[config.mk]
export PLATFORM = sky130hd
export DESIGN_NAME = cbf_cmd_buffer
export DESIGN_NICKNAME = d
export VERILOG_FILES = /design/src/cbf_pkg.sv /design/src/cbf_buffer_mem.sv /design/src/cbf_cmd_buffer.sv
export SDC_FILE = /design/constraint.sdc
export NUM_CORES = 1
export LEC_CHECK = 0
export BUFFER_PORTS_ARGS = -buffer_cell sky130_fd_sc_hd__buf_2
export CAP_MARGIN = 20
export CORE_ASPECT_RATIO = 0.7
export CORE_MARGIN = 3
export CORE_UTILIZATION = 52
export DETAILED_ROUTE_END_ITERATION = 10
export PLACE_DENSITY = 0.73
export SLEW_MARGIN = 40
export SYNTH_ARGS = -nofsm -noshare
export SYNTH_HDL_FRONTEND = slang
export SYNTH_SLANG_ARGS = --single-unit
export TNS_END_PERCENT = 20
[constraint.sdc]
create_clock -name clk -period 2.8 [get_ports clk]
set_input_delay 0.56 -clock clk [delete_from_list [all_inputs] [get_ports clk]]
set_output_delay 0.56 -clock clk [all_outputs]
set_load 0.03 [all_outputs]
[src/cbf_pkg.sv]
// Package of constants and carrier types for the command buffer state machine.
package cbf_pkg;

    // ----------------------------------------------------------------
    // Timing
    // ----------------------------------------------------------------
    localparam int unsigned CLK_PERIOD_PS     = 5000;
    localparam int unsigned TIMEOUT_B_US      = 750;
    localparam int unsigned TIMEOUT_B_CYCLES  = (TIMEOUT_B_US * 1000000) / CLK_PERIOD_PS;
    localparam int unsigned INIT_CYCLES       = 16;

    // ----------------------------------------------------------------
    // Buffer and interrupt layout
    // ----------------------------------------------------------------
    localparam int unsigned BUF_DEPTH         = 64;
    localparam int unsigned BUF_ADDR_W        = 6;
    localparam int unsigned IRQ_CAUSES        = 4;
    localparam int unsigned IRQ_START_DONE    = 0;
    localparam int unsigned IRQ_CANCEL_DONE   = 1;
    localparam int unsigned IRQ_READY         = 2;
    localparam int unsigned IRQ_IDLE          = 3;
    localparam logic [3:0]  IRQ_STATUS_RESET  = 4'h0;

    typedef enum logic [2:0] {
        CBF_INIT,
        CBF_IDLE,
        CBF_READY,
        CBF_RECEPTION,
        CBF_EXECUTION,
        CBF_COMPLETION
    } cbf_state_e;

    // One host write to the control area; each bit is a one-cycle strobe.
    typedef struct packed {
        logic request_ready_bit_full;
        logic request_go_idle_full;
        logic start_register;
        logic cancel_field;
    } cbf_ctrl_wr_s;

    // Host access to the command/response buffer.
    typedef struct packed {
        logic                  wr;
        logic                  rd;
        logic [BUF_ADDR_W-1:0] addr;
        logic [7:0]            wdata;
    } cbf_buf_req_s;

    // Control area as seen by host reads.
    typedef struct packed {
        logic request_ready_bit_full;
        logic request_go_idle_full;
        logic status_idle_full;
        logic status_error_full;
        logic start_register;
        logic cancel_register;
    } cbf_ctrl_view_s;

endpackage : cbf_pkg

[src/cbf_buffer_mem.sv]
// Byte memory holding the command and response, with registered read data.
`timescale 1ns/100ps
module cbf_buffer_mem
    import cbf_pkg::*;
#(
    parameter int unsigned DEPTH  = BUF_DEPTH,
    parameter int unsigned ADDR_W = BUF_ADDR_W
) (
    input  wire logic              clk,
    input  wire logic              we,
    input  wire logic [ADDR_W-1:0] waddr,
    input  wire logic [7:0]        wdata,
    input  wire logic [ADDR_W-1:0] raddr,
    output logic      [7:0]        rdata
);

    if (DEPTH == 0 || DEPTH > (1 << ADDR_W)) begin : g_bad_depth
        $error("Buffer depth is zero or exceeds address range.");
    end

    logic [7:0] mem [DEPTH];

    always_ff @(posedge clk) begin
        if (we) begin
            mem[waddr] <= wdata;
        end
    end

    always_ff @(posedge clk) begin
        rdata <= mem[raddr];
    end

endmodule : cbf_buffer_mem

[src/cbf_cmd_buffer.sv]
// Command/response buffer state machine with interrupt status and acknowledge gating.
`timescale 1ns/100ps

// Functional notes
// Control shows ready, go-idle, idle, error, start, cancel.
// Reach Idle with idle flag within TIMEOUT_B.
// Start in Reception enters Execution, start held.
// Go-idle in Reception aborts, returns Idle.
// Start writes in Execution ignored, start stays.
// Ready or go-idle in Execution ignored.
// Command done clears start, enters Completion.
// Cancel in Execution: Completion, clear start, cancel.
// Buffer accesses ignored during Execution.
// Ready in Completion ignored unless bypass set.
// Go-idle in Completion: Idle, invalidate buffer.
// Start or cancel in Completion ignored.
// Sequential reads return successive response bytes.
// Non-sequential reads in Completion ignored.
// Base address read restarts response delivery.
// Events always set their status cause bit.
// Rising status bit asserts interrupt if none outstanding.
// No new interrupt until acknowledge write.
// Acknowledge clears every status bit written one.
// Host reads cause, acknowledges controller, then device.
// Host may clear several causes together.
// Reset clears status, latch; state goes Init.
module cbf_cmd_buffer
    import cbf_pkg::*;
#(
    parameter int unsigned TIMEOUT_B_CYC = TIMEOUT_B_CYCLES,
    parameter int unsigned INIT_CYC      = INIT_CYCLES
) (
    input  wire logic                  clk,
    input  wire logic                  rst,
    input  wire cbf_ctrl_wr_s          ctrl_wr,
    input  wire cbf_buf_req_s          buf_req,
    input  wire logic                  idle_bypass_capability,
    input  wire logic                  cmd_done,
    input  wire logic                  irq_ack_wr,
    input  wire logic [IRQ_CAUSES-1:0] irq_ack_data,
    output cbf_ctrl_view_s             ctrl_view,
    output logic [7:0]                 buf_rdata,
    output logic                       buf_rvalid,
    output logic                       cmd_go,
    output logic                       cmd_abort,
    output logic [BUF_ADDR_W-1:0]      cmd_length,
    output logic [IRQ_CAUSES-1:0]      buffer_irq_status,
    output logic                       irq_out,
    output logic                       irq_outstanding,
    output logic                       timeout_b_miss
);

    // ----------------------------------------------------------------
    // Parameter checks
    // ----------------------------------------------------------------
    if (INIT_CYC == 0 || INIT_CYC >= TIMEOUT_B_CYC) begin : g_bad_init
        $error("Init time must be nonzero and below TIMEOUT_B.");
    end

    // ----------------------------------------------------------------
    // State machine
    // ----------------------------------------------------------------
    cbf_state_e            state;
    cbf_state_e            next_state;
    logic [31:0]           tmo_cnt;
    logic [BUF_ADDR_W-1:0] rd_ptr;
    logic                  buf_valid;
    logic                  ev_done;
    logic                  ev_cancel;
    logic                  ev_ready;
    logic                  ev_idle;

    always_comb begin
        next_state = state;
        ev_done    = 1'b0;
        ev_cancel  = 1'b0;
        ev_ready   = 1'b0;
        ev_idle    = 1'b0;
        unique case (state)
            CBF_INIT: begin
                if (tmo_cnt >= 32'(INIT_CYC)) begin
                    next_state = CBF_IDLE;
                    ev_idle    = 1'b1;
                end
            end
            CBF_IDLE: begin
                if (ctrl_wr.request_ready_bit_full && !ctrl_wr.request_go_idle_full) begin
                    next_state = CBF_READY;
                    ev_ready   = 1'b1;
                end
            end
            CBF_READY: begin
                if (ctrl_wr.request_go_idle_full) begin
                    next_state = CBF_IDLE;
                    ev_idle    = 1'b1;
                end else if (buf_req.wr) begin
                    next_state = CBF_RECEPTION;
                end
            end
            CBF_RECEPTION: begin
                if (ctrl_wr.request_go_idle_full) begin
                    next_state = CBF_IDLE;
                    ev_idle    = 1'b1;
                end else if (ctrl_wr.request_ready_bit_full) begin
                    next_state = CBF_READY;
                end else if (ctrl_wr.start_register) begin
                    next_state = CBF_EXECUTION;
                end
            end
            CBF_EXECUTION: begin
                // Ready, go-idle, start and buffer accesses fall through here.
                if (ctrl_wr.cancel_field) begin
                    next_state = CBF_COMPLETION;
                    ev_cancel  = 1'b1;
                end else if (cmd_done) begin
                    next_state = CBF_COMPLETION;
                    ev_done    = 1'b1;
                end
            end
            CBF_COMPLETION: begin
                if (ctrl_wr.request_go_idle_full) begin
                    next_state = CBF_IDLE;
                    ev_idle    = 1'b1;
                end else if (ctrl_wr.request_ready_bit_full && idle_bypass_capability) begin
                    next_state = CBF_READY;
                    ev_ready   = 1'b1;
                end
            end
        endcase
    end

    always_ff @(posedge clk or posedge rst) begin
        if (rst) begin
            state <= CBF_INIT;
        end else begin
            state <= next_state;
        end
    end

    // ----------------------------------------------------------------
    // Time in state
    // ----------------------------------------------------------------
    always_ff @(posedge clk or posedge rst) begin
        if (rst) begin
            tmo_cnt        <= 32'h0;
            timeout_b_miss <= 1'b0;
        end else begin
            if (next_state != state) begin
                tmo_cnt <= 32'h0;
            end else if (tmo_cnt != 32'hffffffff) begin
                tmo_cnt <= tmo_cnt + 32'h1;
            end
            if (state == CBF_INIT && tmo_cnt >= 32'(TIMEOUT_B_CYC)) begin
                timeout_b_miss <= 1'b1;
            end
        end
    end

    // ----------------------------------------------------------------
    // Control area view
    // ----------------------------------------------------------------
    always_ff @(posedge clk or posedge rst) begin
        if (rst) begin
            ctrl_view <= '0;
        end else begin
            ctrl_view.request_ready_bit_full <= 1'b0;
            ctrl_view.request_go_idle_full   <= 1'b0;
            ctrl_view.status_idle_full       <= (next_state == CBF_IDLE);
            ctrl_view.status_error_full      <= 1'b0;
            ctrl_view.start_register         <= (next_state == CBF_EXECUTION);
            ctrl_view.cancel_register        <= 1'b0;
        end
    end

    // ----------------------------------------------------------------
    // Command engine handshake
    // ----------------------------------------------------------------
    always_ff @(posedge clk or posedge rst) begin
        if (rst) begin
            cmd_go    <= 1'b0;
            cmd_abort <= 1'b0;
        end else begin
            cmd_go    <= (state == CBF_RECEPTION) && (next_state == CBF_EXECUTION);
            cmd_abort <= ev_cancel;
        end
    end

    // ----------------------------------------------------------------
    // Buffer access
    // ----------------------------------------------------------------
    logic                  mem_we;
    logic                  rd_accept;
    logic [BUF_ADDR_W-1:0] mem_raddr;
    logic [7:0]            mem_rdata;

    // Writes land only while receiving a command.
    assign mem_we    = buf_req.wr && (state == CBF_READY || state == CBF_RECEPTION);
    assign rd_accept = buf_req.rd && state == CBF_COMPLETION && buf_valid
                       && (buf_req.addr == rd_ptr || buf_req.addr == '0);
    assign mem_raddr = buf_req.addr;

    // The length is the last written byte address plus one, so the first write counts too.
    always_ff @(posedge clk or posedge rst) begin
        if (rst) begin
            cmd_length <= '0;
        end else if (ev_idle || ev_ready) begin
            cmd_length <= '0;
        end else if (mem_we) begin
            cmd_length <= buf_req.addr + BUF_ADDR_W'(1);
        end
    end

    always_ff @(posedge clk or posedge rst) begin
        if (rst) begin
            rd_ptr    <= '0;
            buf_valid <= 1'b0;
        end else begin
            if (ev_done || ev_cancel) begin
                buf_valid <= 1'b1;
                rd_ptr    <= '0;
            end else if (ev_idle || ev_ready) begin
                buf_valid <= 1'b0;
            end else if (rd_accept) begin
                rd_ptr <= buf_req.addr + BUF_ADDR_W'(1);
            end
        end
    end

    cbf_buffer_mem #(
        .DEPTH  (BUF_DEPTH),
        .ADDR_W (BUF_ADDR_W)
    ) u_mem (
        .clk   (clk),
        .we    (mem_we),
        .waddr (buf_req.addr),
        .wdata (buf_req.wdata),
        .raddr (mem_raddr),
        .rdata (mem_rdata)
    );

    // ----------------------------------------------------------------
    // Read data
    // ----------------------------------------------------------------
    logic rd_accept_q;

    always_ff @(posedge clk or posedge rst) begin
        if (rst) begin
            rd_accept_q <= 1'b0;
        end else begin
            rd_accept_q <= rd_accept;
        end
    end

    always_ff @(posedge clk or posedge rst) begin
        if (rst) begin
            buf_rdata  <= 8'h00;
            buf_rvalid <= 1'b0;
        end else begin
            buf_rvalid <= rd_accept_q;
            buf_rdata  <= rd_accept_q ? mem_rdata : 8'h00;
        end
    end

    // ----------------------------------------------------------------
    // Interrupt status and gating
    // ----------------------------------------------------------------
    logic [IRQ_CAUSES-1:0] irq_set;
    logic [IRQ_CAUSES-1:0] next_status;

    always_comb begin
        irq_set                  = '0;
        irq_set[IRQ_START_DONE]  = ev_done;
        irq_set[IRQ_CANCEL_DONE] = ev_cancel;
        irq_set[IRQ_READY]       = ev_ready;
        irq_set[IRQ_IDLE]        = ev_idle;
        // Set wins over a clear in the same cycle.
        next_status = (buffer_irq_status & ~(irq_ack_wr ? irq_ack_data : '0)) | irq_set;
    end

    always_ff @(posedge clk or posedge rst) begin
        if (rst) begin
            buffer_irq_status <= IRQ_STATUS_RESET;
        end else begin
            buffer_irq_status <= next_status;
        end
    end

    // ----------------------------------------------------------------
    // Interrupt line
    // ----------------------------------------------------------------
    // The line goes high on a fresh cause while no interrupt is outstanding,
    // and again after an acknowledge that leaves causes set.
    always_ff @(posedge clk or posedge rst) begin
        if (rst) begin
            irq_outstanding <= 1'b0;
            irq_out         <= 1'b0;
        end else if (irq_outstanding) begin
            if (irq_ack_wr) begin
                irq_outstanding <= 1'b0;
                irq_out         <= 1'b0;
            end
        end else if ((|(irq_set & ~buffer_irq_status)) || (|buffer_irq_status && !irq_ack_wr)) begin
            irq_outstanding <= 1'b1;
            irq_out         <= 1'b1;
        end
    end

endmodule : cbf_cmd_buffer

* After elaboration in Yosys (flattened, before gate mapping) *
Memory sizes are Yosys's and may differ from the RTL's. A register that Yosys moved wholly into a read port is not among the register bits.
Index checks and enable logic that the tools add are counted.

word-level totals
  register bits = 69
  bits of input ports = 29
  word-level logic and storage cells = 109
  memories = 1
  output and inout port bits = 30
  memory bits (writable) = 512

memories
  name       words  bits a word  rd ports  clocked after Yosys merged registers in  write ports  RTL line              RTL
  u_mem.mem  64     8            1         1                                        1            cbf_buffer_mem.sv:21  logic [7:0] mem [DEPTH];

cells by class
  bitwise logic cells = 5
  reduce and logical (&&, ||, !) cells = 28
  mux-type cells = 43
  add/subtract/negate cells = 2
  eq/ne operators = 12
  magnitude comparators = 2

operators with widths
  cell                                                                      number
  32-bit 2-to-1 mux                                                         2
  3-bit 2-to-1 mux                                                          11
  32-bit by 1-bit adder with 32-bit output (second input constant)          1
  32-bit by 18-bit >= comparator with 1-bit output (second input constant)  1
  32-bit by 5-bit >= comparator with 1-bit output (second input constant)   1
  32-bit != test (second input constant)                                    1
  6-bit 2-to-1 mux                                                          5
  1-bit 2-to-1 mux                                                          20
  3-bit case mux with 6 select lines                                        1
  2-bit nonzero test                                                        5
  3-bit == test (second input constant)                                     3
  1-bit logical AND                                                         9
  4-bit bitwise AND                                                         2
  8-bit 2-to-1 mux                                                          1
  4-bit inverter                                                            2
  4-bit OR reduction                                                        2
  6-bit by 1-bit adder with 6-bit output (second input constant)            1
  3-bit by 1-bit == test with 1-bit output (second input constant)          2
  3-bit by 2-bit == test with 1-bit output (second input constant)          2
  6-bit == test                                                             1
  6-bit zero test                                                           1
  1-bit logical OR                                                          5
  4-bit 2-to-1 mux                                                          1
  4-bit bitwise OR                                                          1
  other kinds (8)                                                           11

* Logic depth before layout (Yosys ltp) *
Gate-level depths: netlist (run 1).

  depth after elaboration = 9
  mapped depth = 11
  mapped depth without buffers = 7

* Modules after synthesis *
From an unflattened synthesis (run 1), not the netlist that was laid out.

unflattened totals
  cell total of the unflattened synthesis = 1,320
  area, all modules = 23,796.6 sq um

modules (own cells, without submodules)
  module          sequential area each (sq um)  area each (sq um)  times used  cells each
  cbf_buffer_mem  15,534.9                      20,166.8           1           940
  cbf_cmd_buffer  1,726.7                       3,629.7            1           380

* Least setup slack after synthesis (run 1) *
Ideal clock, no wire load.

  kind = input -> register
  from = input port buf_req[8] (netlist name)
  to = memory u_mem.mem[32][0] (enable)
  required time = 2.405 ns
  buffers on the path = 5
  setup slack = 0.028 ns
  library setup time = 0.395 ns
  data arrival time = 2.377 ns
  cell stages on the path = 6
  cell sequence = buf_4 -> buf_2 -> buf_2 -> buf_2 -> buf_2 -> nor4_1

RTL lines
  element      RTL line              RTL
  from (decl)  cbf_cmd_buffer.sv:36  input wire cbf_buf_req_s buf_req,
  to (decl)    cbf_buffer_mem.sv:21

No word-level cell before the write port.

==> results of run 1 <==
[routing by layer]
layer / up-vias / part of all wire (%) / global-route usage [%]
li1: 6209 / - / -
met2: 1042 / 43 / 38.65
met5: - / 0.018 / 0
met3: 122 / 14 / 8.144
met4: 2 / 2.0 / 5.760
met1: 7502 / 41 / 42.17
[state kept, by name, indices dropped and copies added, names as in the netlist]
register           count
cmd_length             6
rd_accept_q            1
cmd_abort              1
ctrl_view              2
buf_rvalid             1
buf_valid              1
buf_rdata              8
tmo_cnt               32
rd_ptr                 6
state                  3
cmd_go                 1
irq_out                1
timeout_b_miss         1
irq_outstanding        1
buffer_irq_status      4
u_mem.rdata            8
u_mem.mem            512
[power by group through the flow]
| stage | Clock, mW | Combinational (mW) | Sequential, mW |
|---|---|---|---|
| after floorplan | 0 | 0.956 | 10.1 |
| after global placement | 0 | 1.81 | 10.0 |
| after detailed placement | 0 | 1.85 | 10.0 |
| after CTS | 7.02 | 1.86 | 9.86 |
| after global routing | 7.38 | 2.01 | 9.88 |
| final | 6.97 | 1.89 | 9.87 |
[critical path, stage by stage]
cell and delay, ns:
buf_6 0.18, buf_12 0.21, and2_1 0.39, a221oi_1 0.36
nor2_1 0.08, o21ai_0 0.52, o2111ai_1 0.19, or4_1 0.49
[logic make-up (layout without fill, tap and decap cells)]
family / after synthesis / in the layout / share of synthesized area, %
AO/OA/AOI/OAI: 227 / 227 / 6.624
buffers and inverters: 105 / 361 / 2.073
adder cells (fa/ha/maj): 4 / 4 / 0.2110
multiplexers: 150 / 150 / 9.641
AND/OR/NAND/NOR: 362 / 362 / 7.231
other: 1 / 6 / 0.01581
flip-flops: 589 / 589 / 72.76
XOR/XNOR: 39 / 39 / 1.440
[stage by stage]
stage / instances / setup TNS, ns / setup slack [ns] / instance area [um2] / util [%]
global placement: 2233 / -0.2710 / -0.2006 / 25970 / 58.54
detailed placement: 2233 / -0.2845 / -0.1732 / 25970 / 58.54
finish: 2332 / 0 / 0.2390 / 27620 / 62.25
global route: 2330 / 0 / 0.1627 / 27610 / 62.24
floorplan: 1480 / 0 / 0.02836 / 23730 / -
CTS: 2330 / 0 / 0.3573 / 27610 / 62.24
[cells in the mapped netlist (9+ instances only)]
cell type	number	area, um2
edfxtp_1	512	15370
nor2_1	151	566.8
dfrtp_1	69	1727
nand2_1	65	244.0
mux2i_1	62	620.6
mux4_2	60	1351
o21ai_0	47	235.2
a221oi_1	44	385.4
a21oi_1	39	195.2
buf_2	36	180.2
clkbuf_1	35	131.4
nand3_1	31	155.2
mux2_2	28	315.3
xor2_1	27	236.5
a22oi_1	25	187.7
o22ai_1	21	131.4
nand4_1	19	118.9
inv_1	17	63.81
and2_1	15	93.84
nor4_1	14	87.58
nor2b_1	13	81.33
buf_4	12	90.09
nor3_1	12	60.06
xnor2_1	12	105.1
and3_1	10	62.56
a211oi_1	9	67.56
[worst paths after layout]
path,to,depth (start not counted)
max in group asynchronous,irq_out,3
min in group clk,buffer_irq_status[3],4
max,u_mem.rdata[6],8
min reg2reg,timeout_b_miss,1
min,timeout_b_miss,2
max reg2reg,u_mem.mem[27][1],7
[layout make-up]
cell class	instances	area, um2
diodes	2	5.005
clock buffers	79	1515
clock inverters	18	123.9
fillers	3148	16750
inverters	17	63.81
multi-input cells	786	5981
flip-flops and latches	589	17260
well taps	594	743.2
repair buffers	247	1922
==> metrics.csv, run 1 <==
metric;value;unit
status;complete, no violations;
switching share of power;24.23;%
Final Setup Violations;0;
vias in the first global route;14413;
H-tree level count;2;
final hold vios;0;
CP Data Required Time;3.26;ns
die height;184.7;um
dpl hpwl;43170;um
Worst Path Arrival;3.02;ns
CTS Hold Bufs;0;
Main synth FF type;edfxtp_1;
die area;48260;um2
P&R area growth vs syn;16.41;%
Initial Utilization;53.47;%
Synth Register Bits;589;
Final nets;1726;
final hold slack;0.09414;ns
final WL;65180;um
vias per cell;6.380;
Gate power share;10.1;%
Root Driver;clkbuf_16;
Sw Pwr;4.537;mW
num ports;59;
crit path launch type;primary input;
layout cell share with drive strength beyond 1;24.02;%
cts bufs inserted;52;
Crit Path Category;primary input to flip-flop;
largest net degree at the start of global routing;65;
maxcap violations;0;
first-pass GRT wire length;96290;um
most common cell after layout, fill and taps aside;edfxtp_1;
Total Power;18.73;mW
latest clock arrival within the worst-skew pair;0.59;ns
Crit. Startpoint;buf_req[10];
Worst-path clk slew;0.06;ns
post-synthesis sequential area ratio;72.76;%
fin crit share;91.47;%
DRC violations left;0;
most frequent cells in the layout;edfxtp_1, buf_4, nor2_1;
FF-to-FF setup slack;0.28;ns
post-synthesis area per instance;16.06;um2
Pins Over Slew Limit;0;
Crit. End Element;flip-flop;
Hold Crit Class;primary input to async pin;
Via Count;14877;
LEAKAGE;9.795;nW
Post-Synthesis Cells;1477;
initial antenna violation count;1;
Pwr Density;678.1;nW/um2
post-CTS sizing;0;
port bufs;54;
max frequency;390.5;MHz
Peak supply drop;0.5317;mV
CTS Buffer Depth;3;
die span in x;261.3;um
core footprint;44360;um2
CTS tree;yes;
CP Max Fanout;25;
Overflow after GRT;0;
DR WL/cell;27.95;um
RSZ-0062 raised after global routing;false;
Slew Limit Headroom;45.28;%
GRT Overall Usage;27.30;%
Distinct cells, synth;65;
EDFF count, synth;512;
clock skew;0.02732;ns
internal power;14.19;mW
DRT Pass-1 Iters;8;
gpl congestion;0.9478;
post-synthesis instance area;23720;um2
num rows;64;
DRT iter0 DRCs;2184;
clock share of power;37.2;%
Ys Warns;0;
worst r2r src;state[1];
Final ANT Viol Nets;0;
CTS sink cnt;589;
Final Critical Period;2.561;ns
Async SR Flop Fraction;11.71;%
post-CTS setup buffers;0;
sequential power share;52.7;%
Worst-Margin Slew;0.8208;ns
No activity file was read; power rests on OpenSTA's default activity.
==> run 2, diff against run 1 <==
- PLACE_DENSITY: 0.73 -> 0.76
- clock period: 2.8 -> 2.3 ns (I/O delays scaled with it)
==> run 2 against run 1 <==
Net effect: worst hold slack lost 0.086 ns; combinational power grew 33%; via count grew 1.8%; clock-buffer cell count shrank 8; global-route usage shrank 0.10 points; clock skew shrank 0.00079 ns; utilization grew 1.9 points; power grew 24%; register-to-register slack lost 0.22 ns; first-iteration DRC count shrank 7.1%; cell count grew 3.4%; die area is the same; largest power group unchanged; highest routed layer unchanged.
==> metrics.csv, run 2 (synthesis results as in run 1) <==
metric;value;unit;change
status;complete, no violations;;
DRT Pass-1 Iters;6;;-2
fin crit share;97.61;%;
worst slack, placed;-0.8270;ns;-0.6538 ns
Pins Over Slew Limit;0;;unchanged
Overflow after GRT;0;;unchanged
Peak supply drop;0.7412;mV;+39%
Fillers;3018;;-4.1%
clock skew;0.02652;ns;-0.0007948 ns
Worst Path Arrival;2.54;ns;-0.48 ns
Hold Crit Class;primary input to async pin;;
Final ANT Viol Nets;0;;unchanged
CP Max Fanout;10;;-60%
Root Driver;clkbuf_16;;
CTS Hold Bufs;0;;unchanged
die span in x;261.3;um;unchanged
H-tree level count;2;;unchanged
Largest Register;u_mem.mem;;
Crit Path Category;flip-flop to flip-flop;;
CP cell instances;nor2b_1, and2_2, buf_4, nand3_1, buf_4, nor2_1, buf_4;;
CTS tree;yes;;
die area;48260;um2;unchanged
CTS Buffer Depth;3;;unchanged
Initial Utilization;53.47;%;unchanged
post-CTS setup buffers;0;;unchanged
initial antenna violation count;1;;unchanged
crit path launch type;flip-flop;;
gpl congestion;0.9826;;+3.7%
vias per cell;6.280;;-1.6%
Crit. End Element;flip-flop;;
die height;184.7;um;unchanged
placed insts;2312;;+3.5%
DRC violations left;0;;unchanged
max frequency;445.4;MHz;
most common cell after layout, fill and taps aside;edfxtp_1;;
layout cell share with drive strength beyond 1;28.58;%;+4.6 points
GRT Overall Usage;27.19;%;-0.10 points
dpl hpwl;43580;um;+0.94%
core footprint;44360;um2;unchanged
Via Count;15141;;+1.8%
DR WL/cell;27.03;um;-3.3%
largest net degree at the start of global routing;65;;unchanged
CP Data Required Time;2.59;ns;-0.67 ns
fin area;28470;um2;+3.1%
Final nets;1805;;+4.6%
max reg flops;512;;unchanged
P&R area growth vs syn;20.03;%;
Sequential cell area;17260;um2;unchanged
DRT iter0 DRCs;2030;;-7.1%
CP bufs+invs;3;;+1
most frequent cells in the layout;edfxtp_1, buf_4, nor2_1;;
final hold vios;0;;unchanged
Worst-path clk slew;0.06;ns;about the same
vias in the first global route;14922;;+3.5%
first-pass GRT wire length;97020;um;+0.76%
RSZ-0062 raised after global routing;false;;
dpl cell area;26740;um2;+3.0%
Slew Limit Headroom;49.64;%;+4.4 points
final setup TNS;0;ns;unchanged
latest clock arrival within the worst-skew pair;0.60;ns;about the same
Final Critical Period;2.245;ns;
final worst setup slack;0.05507;ns;-0.1839 ns
Crit path largest cell delay;0.48;ns;-0.04 ns
maxcap violations;0;;unchanged
Pwr Density;814.6;nW/um2;+20%
post-route non-filler standard cell count;2411;;+3.4%
top flop regs;u_mem.mem x512, tmo_cnt x32;;
CTS sink cnt;589;;unchanged
LEAKAGE;10.26;nW;+4.7%
final WL;65170;um;about the same
num ports;59;;unchanged
slowest cell on the critical path;dfrtp_1;;
port bufs;54;;unchanged
num rows;64;;unchanged
cts bufs inserted;52;;unchanged
crit-path leading delay family;simple AND/OR/NAND/NOR gates;;
Worst-Margin Slew;0.7554;ns;-0.06539 ns
Final Setup Violations;0;;unchanged
cell mode on critical path;buf_4;;
Multi-input gate area;6075;um2;+1.6%
-- run 2: cell types whose count changed in the layout (fill, tap and decap cells not counted), moves of 3 or more --
cell	delta
buf_12	+10
clkbuf_1	-4
clkbuf_8	-3
nor4_2	+4
buf_4	+68
nor2_1	-7
nor4_1	-5
nor2_2	+6
bufinv_16	+3
-- run 2: path summary, 6_finish.rpt --
check	start	endpoint	slack, ns	cells past startpoint
worst min-delay path	rst	timeout_b_miss	0.009	2
worst min register to register	u_mem.rdata[3]	buf_rdata[3]	0.46	1
worst max register to register	state[2]	u_mem.mem[55][1]	0.06	7
worst max-delay path	state[2]	u_mem.mem[55][1]	0.06	7
min in group clk	irq_ack_data[3]	buffer_irq_status[3]	0.15	4
max in group asynchronous	rst	rd_ptr[3]	1.64	3
-- run 2: layout make-up --
| class | count | area share (%) |
|---|---|---|
| Sequential cell | 589 | 60.62 |
| Multi-Input combinational cell | 786 | 21.33 |
| Timing Repair Buffer | 326 | 9.285 |
| Clock buffer | 71 | 5.036 |
| Tap cell | 594 | 2.610 |
| Clock inverter | 27 | 0.8788 |
| Inverter | 17 | 0.2241 |
| Antenna cell | 1 | 0.008788 |
-- run 2: power breakdown --
part           internal (mW)  leakage (nW)  total [mW]  switching, mW
Sequential              11.8          5.61        12.0          0.168
Clock                   4.83         0.817        8.69           3.85
Combinational          0.941          3.83        2.52           1.58
-- run 2: metrics by stage --
step	util, %	power (mW)	hold slack [ns]
2_1_floorplan	-	13.52	0.4187
3_3_place_gp	60.27	14.59	0.4510
3_5_place_dp	60.28	14.65	0.4478
4_1_cts	64.08	23.21	0.02228
5_1_grt	64.18	23.90	0.03789
6_report	64.18	23.19	0.008515
-- run 2: per-layer routing --
metal | up-vias | part of all wire (%) | GRT usage, % | wire (um)
met3 | 118 | 12 | 6.565 | 7839
li1 | 6384 | - | - | -
met2 | 985 | 44 | 40.04 | 28950
met5 | - | 0.017 | 0 | 11
met1 | 7652 | 41 | 41.35 | 26950
met4 | 2 | 2.2 | 6.513 | 1423
-- run 2: timing repair --
action                     CTS  global route
pin swaps                    0             0
resized for setup            2            10
setup endpoints to repair    2            97
